<file path="config.mk">
export PLATFORM = sky130hd
export DESIGN_NAME = tmr2_top
export DESIGN_NICKNAME = d
export VERILOG_FILES = /design/src/rtl/tmr2_pkg.sv /design/src/rtl/tmr2_sync.sv /design/src/rtl/tmr2_top.sv
export SDC_FILE = /design/constraint.sdc
export NUM_CORES = 1
export LEC_CHECK = 0
export BUFFER_PORTS_ARGS = -buffer_cell sky130_fd_sc_hd__buf_2
export CAP_MARGIN = 30
export CORE_UTILIZATION = 55
export CTS_CLUSTER_DIAMETER = 30
export DETAILED_ROUTE_END_ITERATION = 12
export GPL_TIMING_DRIVEN = 1
export PLACE_DENSITY = 0.77
export REMOVE_ABC_BUFFERS = 1
export SLEW_MARGIN = 20
export SYNTH_ARGS = -nofsm -noshare
export SYNTH_HDL_FRONTEND = slang
export SYNTH_HIERARCHICAL = 1
export SYNTH_SLANG_ARGS = --single-unit
</file>
<file path="constraint.sdc">
create_clock -name sys_clk_i -period 4.03 [get_ports sys_clk_i]
set_input_delay 0.403 -clock sys_clk_i [delete_from_list [all_inputs] [get_ports sys_clk_i]]
set_output_delay 0.403 -clock sys_clk_i [all_outputs]
set_load 0.005 [all_outputs]
</file>
<file path="src/rtl/tmr2_pkg.sv">
// Timer two package: register offsets, field positions and timing counts
package tmr2_pkg;
  // Special-function register addresses
  localparam logic [7:0] ADDR_CONTROL = 8'hc8;
  localparam logic [7:0] ADDR_MODE = 8'hc9;
  localparam logic [7:0] ADDR_RCAP_LOW = 8'hca;
  localparam logic [7:0] ADDR_RCAP_HIGH = 8'hcb;
  localparam logic [7:0] ADDR_COUNT_LOW = 8'hcc;
  localparam logic [7:0] ADDR_COUNT_HIGH = 8'hcd;
  // Control register fields
  localparam int CTL_OVF = 7;
  localparam int CTL_EXF = 6;
  localparam int CTL_RCLK = 5;
  localparam int CTL_TX_CLOCK_SELECT = 4;
  localparam int CTL_EXEN = 3;
  localparam int CTL_RUN = 2;
  localparam int CTL_CNT = 1;
  localparam int CTL_CAP = 0;
  // Mode register fields
  localparam int MOD_CLKOE = 1;
  localparam int MOD_DOWN_COUNT_ENABLE = 0;
  localparam logic [7:0] CONTROL_RESET = 8'h00;
  localparam logic [1:0] MODE_RESET = 2'h0;
  localparam logic [7:0] DATA_RESET = 8'h00;
  // Oscillator clocks per machine cycle
  localparam logic [3:0] TWELVE_CLOCK_CYCLE = 4'hc;
  localparam logic [3:0] SIX_CLOCK_CYCLE = 4'h6;
  // Baud and clock-out use count every second oscillator clock
  localparam logic [3:0] BAUD_DIVIDE = 4'h2;
  localparam logic [15:0] COUNT_TOP = 16'hffff;
  typedef enum logic [1:0] {
    TMR2_OFF = 2'b00,
    TMR2_RELOAD = 2'b01,
    TMR2_CAPTURE = 2'b10,
    TMR2_BAUD = 2'b11
  } tmr2_mode_t;
endpackage

</file>
<file path="src/rtl/tmr2_sync.sv">
// Three-stage pin synchroniser with agreement filter
`timescale 1ns/1ps
`default_nettype none
module tmr2_sync (
  // Clock and reset
  input wire logic sys_clk_i,
  input wire logic rst_b_i,
  // Pin and filtered level
  input wire logic pin_i,
  output logic level_o
);
  logic [2:0] stage_reg;
  logic [2:0] stage_next;
  logic level_reg;
  logic level_next;

  always_comb begin
    stage_next = {stage_reg[1:0], pin_i};
    level_next = level_reg;
    // First stage feeds only the second; stages two and three must agree
    if (stage_reg[1] == stage_reg[2]) begin
      level_next = stage_reg[2];
    end
  end

  always_ff @(posedge sys_clk_i) begin
    if (!rst_b_i) begin
      stage_reg <= 3'h7;
      level_reg <= 1'b1;
    end else begin
      stage_reg <= stage_next;
      level_reg <= level_next;
    end
  end

  assign level_o = level_reg;
endmodule
`default_nettype wire

</file>
<file path="src/rtl/tmr2_top.sv">
// Sixteen-bit timer two with capture, reload, baud clocks and clock output
`timescale 1ns/1ps
`default_nettype none
// Notes on behaviour
// - Timer function counts once per machine cycle of twelve or six clocks, except in baud and clock-out use (every second clock).
// - Counter function samples count pin per machine cycle, counts high-then-low.
// - Serial clock select means baud; else capture bit picks capture or reload.
// - Capture mode without trigger enable is plain timer setting overflow flag.
// - Capture with trigger enable: trigger falling edge copies count, sets flag.
// - Up auto-reload overflows past FFFF, sets flag, reloads from reload regs.
// - Up reload with trigger enable also reloads on trigger falling edge.
// - Down-enabled with trigger pin high counts up, reloads on overflow.
// - Down-enabled with pin low counts down, loads FFFF at reload value.
// - Down-enabled toggles external flag on wrap; it raises no interrupt.
// - Reset clears down-count enable, so reload counts up.
// - Clock-out needs timer function and clock-out enable; run bit gates it.
// - Clock-out frequency is oscillator over four times (65536 minus reload).
// - Baud and reload-mode clock-out rollovers raise no interrupt; they share reload.
// - Overflow flag set on overflow except in baud use and reload-mode clock-out; software clears it.
// - External flag requests interrupt when enabled, except with down-count enabled; software must clear it.
// - Receive clock select routes overflow pulses to serial receive clock.
// - Transmit clock select routes overflow pulses to serial transmit clock.
// - Trigger edges ignored without trigger enable or while clocking serial.
// - Baud use ignores capture bit and always reloads on overflow.
// - Control and mode register bit layout as listed.
// - Run bit starts counting; counter select picks timer or pin edges.
module tmr2_top #(
  parameter logic SIX_CLOCK_MODE = 1'b0
) (
  // Clock and reset
  input wire logic sys_clk_i,
  input wire logic rst_b_i,
  // Special-function register port
  input wire logic [7:0] sfr_addr_i,
  input wire logic [7:0] sfr_wdata_i,
  input wire logic sfr_wr_i,
  input wire logic sfr_rd_i,
  output logic [7:0] sfr_rdata_o,
  // Pins
  input wire logic count_input_pin_i,
  input wire logic ext_trigger_pin_i,
  output logic clockout_pin_o,
  output logic clockout_pin_oe_o,
  // Interrupt enable from the core and request
  input wire logic irq_enable_i,
  output logic irq_o,
  // Serial port overflow clocks
  input wire logic other_timer_ovf_i,
  output logic rx_clock_o,
  output logic tx_clock_o
);
  logic [7:0] control_reg;
  logic [7:0] control_next;
  logic [1:0] mode_reg;
  logic [1:0] mode_next;
  logic [15:0] rcap_reg;
  logic [15:0] rcap_next;
  logic [15:0] count_reg;
  logic [15:0] count_next;
  logic [3:0] prescale_reg;
  logic [3:0] prescale_next;
  logic cnt_sample_reg;
  logic cnt_sample_next;
  logic trig_prev_reg;
  logic trig_prev_next;
  logic clockout_reg;
  logic clockout_next;
  logic [7:0] rdata_reg;
  logic [7:0] rdata_next;
  logic irq_reg;
  logic irq_next;
  logic rx_clk_reg;
  logic rx_clk_next;
  logic tx_clk_reg;
  logic tx_clk_next;

  logic cnt_level;
  logic trig_level;
  logic [1:0] pin_bus;
  logic [1:0] level_bus;

  // Both pins share one filter design; bit 0 counts, bit 1 triggers
  assign pin_bus = {ext_trigger_pin_i, count_input_pin_i};
  for (genvar i = 0; i < 2; i++) begin : g_pin_sync
    tmr2_sync u_sync (
      .sys_clk_i(sys_clk_i),
      .rst_b_i(rst_b_i),
      .pin_i(pin_bus[i]),
      .level_o(level_bus[i])
    );
  end
  assign cnt_level = level_bus[0];
  assign trig_level = level_bus[1];

  // Mode decode, used for next state and for readback reasoning
  function automatic tmr2_pkg::tmr2_mode_t mode_of(input logic [7:0] ctl);
    if (!ctl[tmr2_pkg::CTL_RUN]) begin
      mode_of = tmr2_pkg::TMR2_OFF;
    end else if (ctl[tmr2_pkg::CTL_RCLK] || ctl[tmr2_pkg::CTL_TX_CLOCK_SELECT]) begin
      mode_of = tmr2_pkg::TMR2_BAUD;
    end else if (ctl[tmr2_pkg::CTL_CAP]) begin
      mode_of = tmr2_pkg::TMR2_CAPTURE;
    end else begin
      mode_of = tmr2_pkg::TMR2_RELOAD;
    end
  endfunction

  // One strobe aimed at one register address
  function automatic logic addr_hit(input logic strobe,
      input logic [7:0] addr, input logic [7:0] target);
    addr_hit = strobe && (addr == target);
  endfunction

  tmr2_pkg::tmr2_mode_t mode;
  logic baud_use;
  logic fast_clock;
  logic [3:0] period;
  logic tick;
  logic step;
  logic down;
  logic wrap_up;
  logic wrap_down;
  logic wrap;
  logic trig_fall;
  logic trig_event;
  logic wr_ctl;

  always_comb begin
    mode = mode_of(control_reg);
    baud_use = control_reg[tmr2_pkg::CTL_RCLK]
      || control_reg[tmr2_pkg::CTL_TX_CLOCK_SELECT];
    // Clock-out needs timer function, so it shares the fast count rate
    fast_clock = baud_use || (mode_reg[tmr2_pkg::MOD_CLKOE]
      && !control_reg[tmr2_pkg::CTL_CNT]);
    if (fast_clock) begin
      period = tmr2_pkg::BAUD_DIVIDE;
    end else if (SIX_CLOCK_MODE) begin
      period = tmr2_pkg::SIX_CLOCK_CYCLE;
    end else begin
      period = tmr2_pkg::TWELVE_CLOCK_CYCLE;
    end
    prescale_next = prescale_reg + 4'h1;
    tick = 1'b0;
    // Compare, not equality, so a drop from twelve to two ends at once
    if (prescale_reg >= period - 4'h1) begin
      prescale_next = 4'h0;
      tick = 1'b1;
    end
    // Pin sampled once per machine cycle; high then low makes one count
    cnt_sample_next = cnt_sample_reg;
    if (tick) begin
      cnt_sample_next = cnt_level;
    end
    if (mode == tmr2_pkg::TMR2_OFF) begin
      step = 1'b0;
    end else if (control_reg[tmr2_pkg::CTL_CNT] && !baud_use) begin
      step = tick && cnt_sample_reg && !cnt_level;
    end else begin
      step = tick;
    end
    down = (mode == tmr2_pkg::TMR2_RELOAD)
      && mode_reg[tmr2_pkg::MOD_DOWN_COUNT_ENABLE] && !trig_level;
    wrap_up = step && !down && (count_reg == tmr2_pkg::COUNT_TOP);
    wrap_down = step && down && (count_reg == rcap_reg);
    wrap = wrap_up || wrap_down;
    trig_prev_next = trig_level;
    trig_fall = trig_prev_reg && !trig_level;
    // Direction use of the pin is not a trigger; serial use blocks it
    trig_event = trig_fall && control_reg[tmr2_pkg::CTL_EXEN]
      && !baud_use && (mode != tmr2_pkg::TMR2_OFF)
      && !((mode == tmr2_pkg::TMR2_RELOAD)
        && mode_reg[tmr2_pkg::MOD_DOWN_COUNT_ENABLE]);
  end

  // Register writes and counting; hardware sets win over software writes
  always_comb begin
    wr_ctl = addr_hit(sfr_wr_i, sfr_addr_i, tmr2_pkg::ADDR_CONTROL);
    control_next = control_reg;
    mode_next = mode_reg;
    rcap_next = rcap_reg;
    count_next = count_reg;
    if (wr_ctl) begin
      control_next = sfr_wdata_i;
    end
    if (addr_hit(sfr_wr_i, sfr_addr_i, tmr2_pkg::ADDR_MODE)) begin
      mode_next = sfr_wdata_i[1:0];
    end
    if (addr_hit(sfr_wr_i, sfr_addr_i, tmr2_pkg::ADDR_RCAP_LOW)) begin
      rcap_next[7:0] = sfr_wdata_i;
    end
    if (addr_hit(sfr_wr_i, sfr_addr_i, tmr2_pkg::ADDR_RCAP_HIGH)) begin
      rcap_next[15:8] = sfr_wdata_i;
    end
    if (addr_hit(sfr_wr_i, sfr_addr_i, tmr2_pkg::ADDR_COUNT_LOW)) begin
      count_next[7:0] = sfr_wdata_i;
    end
    if (addr_hit(sfr_wr_i, sfr_addr_i, tmr2_pkg::ADDR_COUNT_HIGH)) begin
      count_next[15:8] = sfr_wdata_i;
    end
    if (step) begin
      if (down) begin
        count_next = count_reg - 16'h1;
      end else begin
        count_next = count_reg + 16'h1;
      end
    end
    case (mode)
      tmr2_pkg::TMR2_CAPTURE: begin
        if (wrap) begin
          control_next[tmr2_pkg::CTL_OVF] = 1'b1;
        end
        if (trig_event) begin
          rcap_next = count_reg;
          control_next[tmr2_pkg::CTL_EXF] = 1'b1;
        end
      end
      tmr2_pkg::TMR2_RELOAD: begin
        if (wrap_up) begin
          count_next = rcap_reg;
        end
        if (wrap_down) begin
          count_next = tmr2_pkg::COUNT_TOP;
        end
        // Clock-out use rolls over silently, just as baud use does
        if (wrap && !fast_clock) begin
          control_next[tmr2_pkg::CTL_OVF] = 1'b1;
        end
        if (wrap && mode_reg[tmr2_pkg::MOD_DOWN_COUNT_ENABLE]) begin
          control_next[tmr2_pkg::CTL_EXF] =
            ~control_reg[tmr2_pkg::CTL_EXF];
        end
        if (trig_event) begin
          count_next = rcap_reg;
          control_next[tmr2_pkg::CTL_EXF] = 1'b1;
        end
      end
      tmr2_pkg::TMR2_BAUD: begin
        // No overflow flag here, and the capture bit is ignored
        if (wrap) begin
          count_next = rcap_reg;
        end
      end
      default: begin
      end
    endcase
  end

  // Pin, interrupt and serial clocks
  always_comb begin
    clockout_next = clockout_reg;
    if (!mode_reg[tmr2_pkg::MOD_CLKOE]) begin
      clockout_next = 1'b0;
    end else if (wrap && fast_clock) begin
      clockout_next = ~clockout_reg;
    end
    // Down-count setting keeps the external flag off the request line
    irq_next = irq_enable_i && (control_reg[tmr2_pkg::CTL_OVF]
      || (control_reg[tmr2_pkg::CTL_EXF]
        && !mode_reg[tmr2_pkg::MOD_DOWN_COUNT_ENABLE]));
    rx_clk_next = control_reg[tmr2_pkg::CTL_RCLK] ? wrap
      : other_timer_ovf_i;
    tx_clk_next = control_reg[tmr2_pkg::CTL_TX_CLOCK_SELECT] ? wrap
      : other_timer_ovf_i;
  end

  // Read data stands until the next read strobe
  always_comb begin
    rdata_next = rdata_reg;
    if (sfr_rd_i) begin
      case (sfr_addr_i)
        tmr2_pkg::ADDR_CONTROL: rdata_next = control_reg;
        tmr2_pkg::ADDR_MODE: rdata_next = {6'h00, mode_reg};
        tmr2_pkg::ADDR_RCAP_LOW: rdata_next = rcap_reg[7:0];
        tmr2_pkg::ADDR_RCAP_HIGH: rdata_next = rcap_reg[15:8];
        tmr2_pkg::ADDR_COUNT_LOW: rdata_next = count_reg[7:0];
        tmr2_pkg::ADDR_COUNT_HIGH: rdata_next = count_reg[15:8];
        default: rdata_next = 8'h00;
      endcase
    end
  end

  // Prescaler and pin sampling
  always_ff @(posedge sys_clk_i) begin
    if (!rst_b_i) begin
      prescale_reg <= 4'h0;
      cnt_sample_reg <= 1'b1;
      trig_prev_reg <= 1'b1;
    end else begin
      prescale_reg <= prescale_next;
      cnt_sample_reg <= cnt_sample_next;
      trig_prev_reg <= trig_prev_next;
    end
  end

  // Software-visible registers
  always_ff @(posedge sys_clk_i) begin
    if (!rst_b_i) begin
      control_reg <= tmr2_pkg::CONTROL_RESET;
      mode_reg <= tmr2_pkg::MODE_RESET;
      rcap_reg <= {tmr2_pkg::DATA_RESET, tmr2_pkg::DATA_RESET};
      count_reg <= {tmr2_pkg::DATA_RESET, tmr2_pkg::DATA_RESET};
    end else begin
      control_reg <= control_next;
      mode_reg <= mode_next;
      rcap_reg <= rcap_next;
      count_reg <= count_next;
    end
  end

  // Pin, request and serial clock outputs
  always_ff @(posedge sys_clk_i) begin
    if (!rst_b_i) begin
      clockout_reg <= 1'b0;
      irq_reg <= 1'b0;
      rx_clk_reg <= 1'b0;
      tx_clk_reg <= 1'b0;
    end else begin
      clockout_reg <= clockout_next;
      irq_reg <= irq_next;
      rx_clk_reg <= rx_clk_next;
      tx_clk_reg <= tx_clk_next;
    end
  end

  // Read data
  always_ff @(posedge sys_clk_i) begin
    if (!rst_b_i) begin
      rdata_reg <= 8'h00;
    end else begin
      rdata_reg <= rdata_next;
    end
  end

  assign sfr_rdata_o = rdata_reg;
  assign clockout_pin_o = clockout_reg;
  // Enable is the stored clock-out bit, so it too leaves a flip-flop
  assign clockout_pin_oe_o = mode_reg[tmr2_pkg::MOD_CLKOE];
  assign irq_o = irq_reg;
  assign rx_clock_o = rx_clk_reg;
  assign tx_clock_o = tx_clk_reg;
endmodule
`default_nettype wire

</file>
== Word-level counts from Yosys, hierarchy flattened ==
Cells that the tools add are included.
Cells by class
  reduce and logical (&&, ||, !) cells: 42
  add/sub/neg operators: 4
  $lt $le $gt $ge: 1
  mux-type cells: 30
  eq/ne operators: 13
  bitwise logic cells: 3
Operators by type and width (number)
  2-to-1 mux 16 bit: 8
  == test 8 bit, second input constant: 6
  one-hot mux 8 bit (6 select lines): 1
  2-to-1 mux 8 bit: 5
  one-hot mux 16 bit (2 select lines): 1
  logical AND 1 bit: 26
  adder 16 x 1 -> 16 bit, second input constant: 1
  == test 16 bit: 1
  == test 16 bit, second input constant: 1
  subtractor 16 x 1 -> 16 bit, second input constant: 1
  2-to-1 mux 1 bit: 10
  logical NOT 1 bit: 8
  2-to-1 mux 2 bit: 3
  adder 4 x 1 -> 4 bit, second input constant: 1
  == test 2 bit, second input constant: 2
  >= comparator 4 bit: 1
  logical OR 1 bit: 4
  2-to-1 mux 4 bit: 1
  one-hot mux 2 bit (2 select lines): 1
  subtractor 4 x 1 -> 4 bit, second input constant: 1
  inverter 1 bit: 3
  == test 1 bit: 2
  == test 2 x 1 -> 1 bit, second input constant: 1
  logical NOT 2 bit: 1
  3 further kinds: 3
Word-level totals
  flip-flop bits (word level): 68
  word-level logic and storage cells: 110
  bits of input ports: 24

== Logic depth before layout (Yosys ltp) ==
  depth after elaboration: 18
  mapped depth: 17
  gate-level depth less buffers: 14

== By module ==
The synthesis kept the hierarchy.
By module, submodules not included
  tmr2_top: area an instance 4320.4 µm², times used 1, cells an instance 561, seq. area each 1201.2 µm²
  tmr2_sync: area an instance 112.6 µm², times used 2, cells an instance 10, seq. area each 80.1 µm²

== Worst setup path before layout ==
Ideal clock, no wire load.
  path type: flip-flop to flip-flop
  start point: register control_reg[4]
  end point: register count_reg[14]
  cell stages (with the launch flop): 18
  data required time: 3894 ps
  period minus slack after synthesis: 4113 ps
  path buffers: 3
  arrival: 3977 ps
  path slack: -83 ps
  cells stage by stage: dfxtp_1 -> nor2_1 -> nand2_1 -> and2_1 -> clkbuf_1 -> ha_1 -> clkbuf_1 -> nand3b_1 -> clkbuf_1 -> xnor2_1 -> ha_1 -> or4_1 -> a21o_1 -> or4_4 -> a31o_1 -> a221o_1 -> o211ai_2 -> o211ai_2
On the way
  word-level cells in the longest chain between the ends: 16
Ends and longest elaborated chain
  start: declaration: RTL line tmr2_top.sv:52  | logic [7:0] control_reg;
  start signal: assignment: RTL line tmr2_top.sv:298  | control_reg <= tmr2_pkg::CONTROL_RESET;
  start signal: assignment: RTL line tmr2_top.sv:303  | control_reg <= control_next;
  logical OR 1 bit *: RTL line tmr2_top.sv:99, tmr2_top.sv:131
  logical OR 1 bit: RTL line tmr2_top.sv:133  | fast_clock = baud_use || (mode_reg[tmr2_pkg::MOD_CLKOE]
  2-to-1 mux 4 bit: RTL line tmr2_top.sv:135  | if (fast_clock) begin
  subtractor 4 x 1 -> 4 bit: RTL line tmr2_top.sv:145  | if (prescale_reg >= period - 4'h1) begin
  >= comparator 4 bit: RTL line tmr2_top.sv:145
  2-to-1 mux 1 bit: RTL line tmr2_top.sv:145
  logical AND 1 bit (2 in series): RTL line tmr2_top.sv:157  | step = tick && cnt_sample_reg && !cnt_level;
  2-to-1 mux 1 bit: RTL line tmr2_top.sv:156  | end else if (control_reg[tmr2_pkg::CTL_CNT] && !baud_use) begin
  2-to-1 mux 1 bit: RTL line tmr2_top.sv:154  | if (mode == tmr2_pkg::TMR2_OFF) begin
  logical AND 1 bit (2 in series): RTL line tmr2_top.sv:163  | wrap_up = step && !down && (count_reg == tmr2_pkg::COUNT_TOP);
  2-to-1 mux 16 bit: RTL line tmr2_top.sv:218  | if (wrap_up) begin
  2-to-1 mux 16 bit: RTL line tmr2_top.sv:221  | if (wrap_down) begin
  2-to-1 mux 16 bit: RTL line tmr2_top.sv:232  | if (trig_event) begin
  one-hot mux 16 bit (2 select lines) *: RTL line tmr2_top.sv:207  | case (mode)
  end signal: assignment: RTL line tmr2_top.sv:301  | count_reg <= {tmr2_pkg::DATA_RESET, tmr2_pkg::DATA_RESET};
  end signal: assignment: RTL line tmr2_top.sv:306  | count_reg <= count_next;
  end: declaration: RTL line tmr2_top.sv:58  | logic [15:0] count_reg;
Every way passes the cells marked *; elsewhere a longest branch is shown, timed or not.
A chain may end at the register's enable or synchronous reset.

== Worst setup path in the final report ==
Same ends and word-level chain as after synthesis.

==> summary.md <==
| Metric | Value |
|---|---|
| Max Cap Viol | 0 |
| I/O pin cnt | 37 |
| Area occupied by multi-input gates | 2960 µm² |
| Nets | 637 |
| DR DRC count | 0 |
| Hold path startpoint | ext_trigger_pin_i |
| RR Startpoint | control_reg[4] |
| WL final | 16.2 mm |
| Unrepaired setup endpoints after global routing | no |
| Global placement routability congestion | 1.04 |
| Worst Hold Class | in2reg |
| CTS tree | built |
| Slew margin rel. | 46.6% |
| Die Wd | 92.9 µm |
| Clk_lat worst skew | 370 ps |
| Starting Density | 57.9% |
| Yosys cell types | 71 |
| Final instance count without filler cells | 712 |
| Setup violators final | 0 |
| Syn avg cell area | 7.82 µm² |
| Layout cell share with drive strength beyond 1 | 14.4% |
| Die area | 8630 µm² |
| Critical path origin | control_reg[4] |
| Final hold viol count | 0 |
| Most common flop cell mapped by yosys | dfxtp_1 |
| Yosys warnings | 6 |
| Core Util, Final | 64.2% |
| Area growth from synthesis to layout | 10.8% |
| Antenna Nets Post-Route | 0 |
| DR vias/cell | 6.94 |
| #FFs+latches synth | 68 |
| Number of vias in the routed layout | 4942 |
| R2R Setup Slk | 390 ps |
| Critical R2R Capture | count_reg[14] |
| Critical Path Sink | count_reg[14] |
| Placed Instances | 695 |
| GR Overflow Total | 0 |
| Register Area | 1360 µm² |
| Setup TNS | 0 ps |
| Wire per inst | 22.7 µm |
| Initial antenna violation count | 0 |
| PwrDens | 268 nW/µm² |
| Die height | 92.9 µm |
| TritonRoute pass-1 iters | 6 |
| Sequential-to-total area share from yosys stat | 29.9% |
| Worst EP required | 4280 ps |
| Core Region | 7850 µm² |
| Worst-Margin Slew | 801 ps |
| Worst IR drop on VDD | 0.000211 V |
| DP HPWL | 11.5 mm |
| Crit share post-route | 90.2% |
| First-pass GRT wire length | 25.0 mm |
| Max Slew Vio Count | 0 |
| Slowest cell on the critical path | or4_4 |
| N_diodes | 0 |
| WS Path Type | reg2reg |
| Buffers on Ports | 36 |
| FFs w/ async S/R, synth | 0% |
| 1st-iter DRT viols | 561 |
| Pin count of the biggest net entering global routing | 33 |
| Row count | 32 |
| Post-CTS Resized | 0 |
| CTS buffer count | 9 |
| Most common cell after layout, fill and taps aside | dfxtp_1 |
| Data arrival, critical path | 3880 ps |
| Tmin final | 3640 ps |
| EDFF count, synth | 0 |
| GRT Total Usage | 38.4% |
| Post-Synthesis Cells | 581 |
| Vias in the first global route | 4624 |
| Max incr delay on CP | 490 ps |
| Clock skew | 9.48 ps |
| Critical-path cell list | nor2_1 -> nand2_1 -> and2_1 -> ha_1 -> nand3b_1 -> xnor2_1 -> ha_1 -> or4_1 -> a21o_1 -> or4_4 -> a31o_1 -> a221o_1 -> o211ai_2 -> o211ai_2 |
| CTS root buf | clkbuf_8 |
| CTS HTree Levels | 3 |
| FF-to-FF path depth | 14 |
| Post-CTS Hold Buffers | 0 |
| Run status | finished, final reports clean |
| Max Fanout on Critical Path | 6 |
| Worst-path clk slew | 90 ps |
| Layout filler cell count | 722 |
| CTS max path bufs | 2 |
| Critical path launch point type | flop |
| Postcts setup bufs | 0 |
| Clock tree sinks | 68 |
| Crit end category | flop |
| Mapped Area | 4550 µm² |
| Fmax | 275 MHz |
| Most frequent cells in the layout | dfxtp_1, nand2_1, nor2_1 |
| Leak pwr | 1.88 nW |
| Pwr Total | 1.35 mW |
-- layout make-up --
type / count / share of cell area (%)
timing repair buffer: 57 / 6.86
tap: 102 / 2.53
clock buffer: 10 / 2.53
sequential: 68 / 27.0
clock inverter: 6 / 1.27
inverter: 13 / 0.969
multi-input combinational: 456 / 58.8
-- per-stage QoR --
| step | setup slack, ps | cell area [µm²] | hold WS (ps) |
|---|---|---|---|
| final | 395 | 5040 | 219 |
| after global routing | 162 | 5040 | 229 |
| after CTS | 447 | 5020 | 227 |
| after detailed placement | 466 | 4830 | 398 |
| after global placement | 554 | 4830 | 390 |
| after floorplan | 138 | 4360 | 386 |
-- critical path: cells and delay by family (launching register included) --
family / cells / cell delay (ps)
simple gates: 6 / 1680
compound gates: 5 / 920
fa+ha+maj: 2 / 470
flops: 1 / 360
xor+xnor: 1 / 80
-- routing by layer --
metal | up-vias | track usage, % | wire, µm
met5 | - | 0 | 0
met4 | 0 | 19.9 | 778
met3 | 68 | 9.28 | 1800
met2 | 323 | 58.8 | 7130
met1 | 2311 | 49.7 | 6450
li1 | 2240 | - | -
-- cells in the mapped netlist, drive strengths merged (12+ instances only) --
master,count,area share (%)
dfxtp,68,30
nand2,49,4.0
nor2,44,3.6
a21oi,41,4.5
o21ai,40,4.6
clkbuf,34,2.8
mux2i,22,4.8
nand3,20,2.2
xnor2,18,3.5
o211ai,17,3.0
inv,13,1.1
and3,12,1.7
nand4,12,1.7
-- power by group --
part	leakage [nW]	total, mW	internal [mW]	switching (mW)
Clock	0.0927	0.590	0.286	0.304
Sequential	0.550	0.683	0.678	0.00511
Combinational	1.24	0.0742	0.0240	0.0502
-- cell families (layout without fill, tap and decap cells) --
group | after synthesis | after routing | synth area share [%]
buffers and inverters | 57 | 86 | 5.06
flip-flops | 68 | 68 | 29.9
AND/OR/NAND/NOR | 211 | 211 | 24.6
multiplexers | 24 | 24 | 5.59
AO/OA/AOI/OAI | 193 | 193 | 28.8
XOR/XNOR | 20 | 20 | 3.85
adder cells (fa/ha/maj) | 8 | 8 | 2.20
-- worst min-delay path by stage --
stage | endpoint | cells after the start
2_1_floorplan | g_pin_sync[0].u_sync/stage_reg[1] | 1
3_3_place_gp | g_pin_sync[1].u_sync/stage_reg[1] | 1
3_5_place_dp | g_pin_sync[1].u_sync/stage_reg[1] | 1
4_1_cts | g_pin_sync[0].u_sync/stage_reg[0] | 2
5_1_grt | g_pin_sync[0].u_sync/stage_reg[0] | 2
6_report | g_pin_sync[1].u_sync/stage_reg[0] | 2
(Power assumes the default switching activity.)
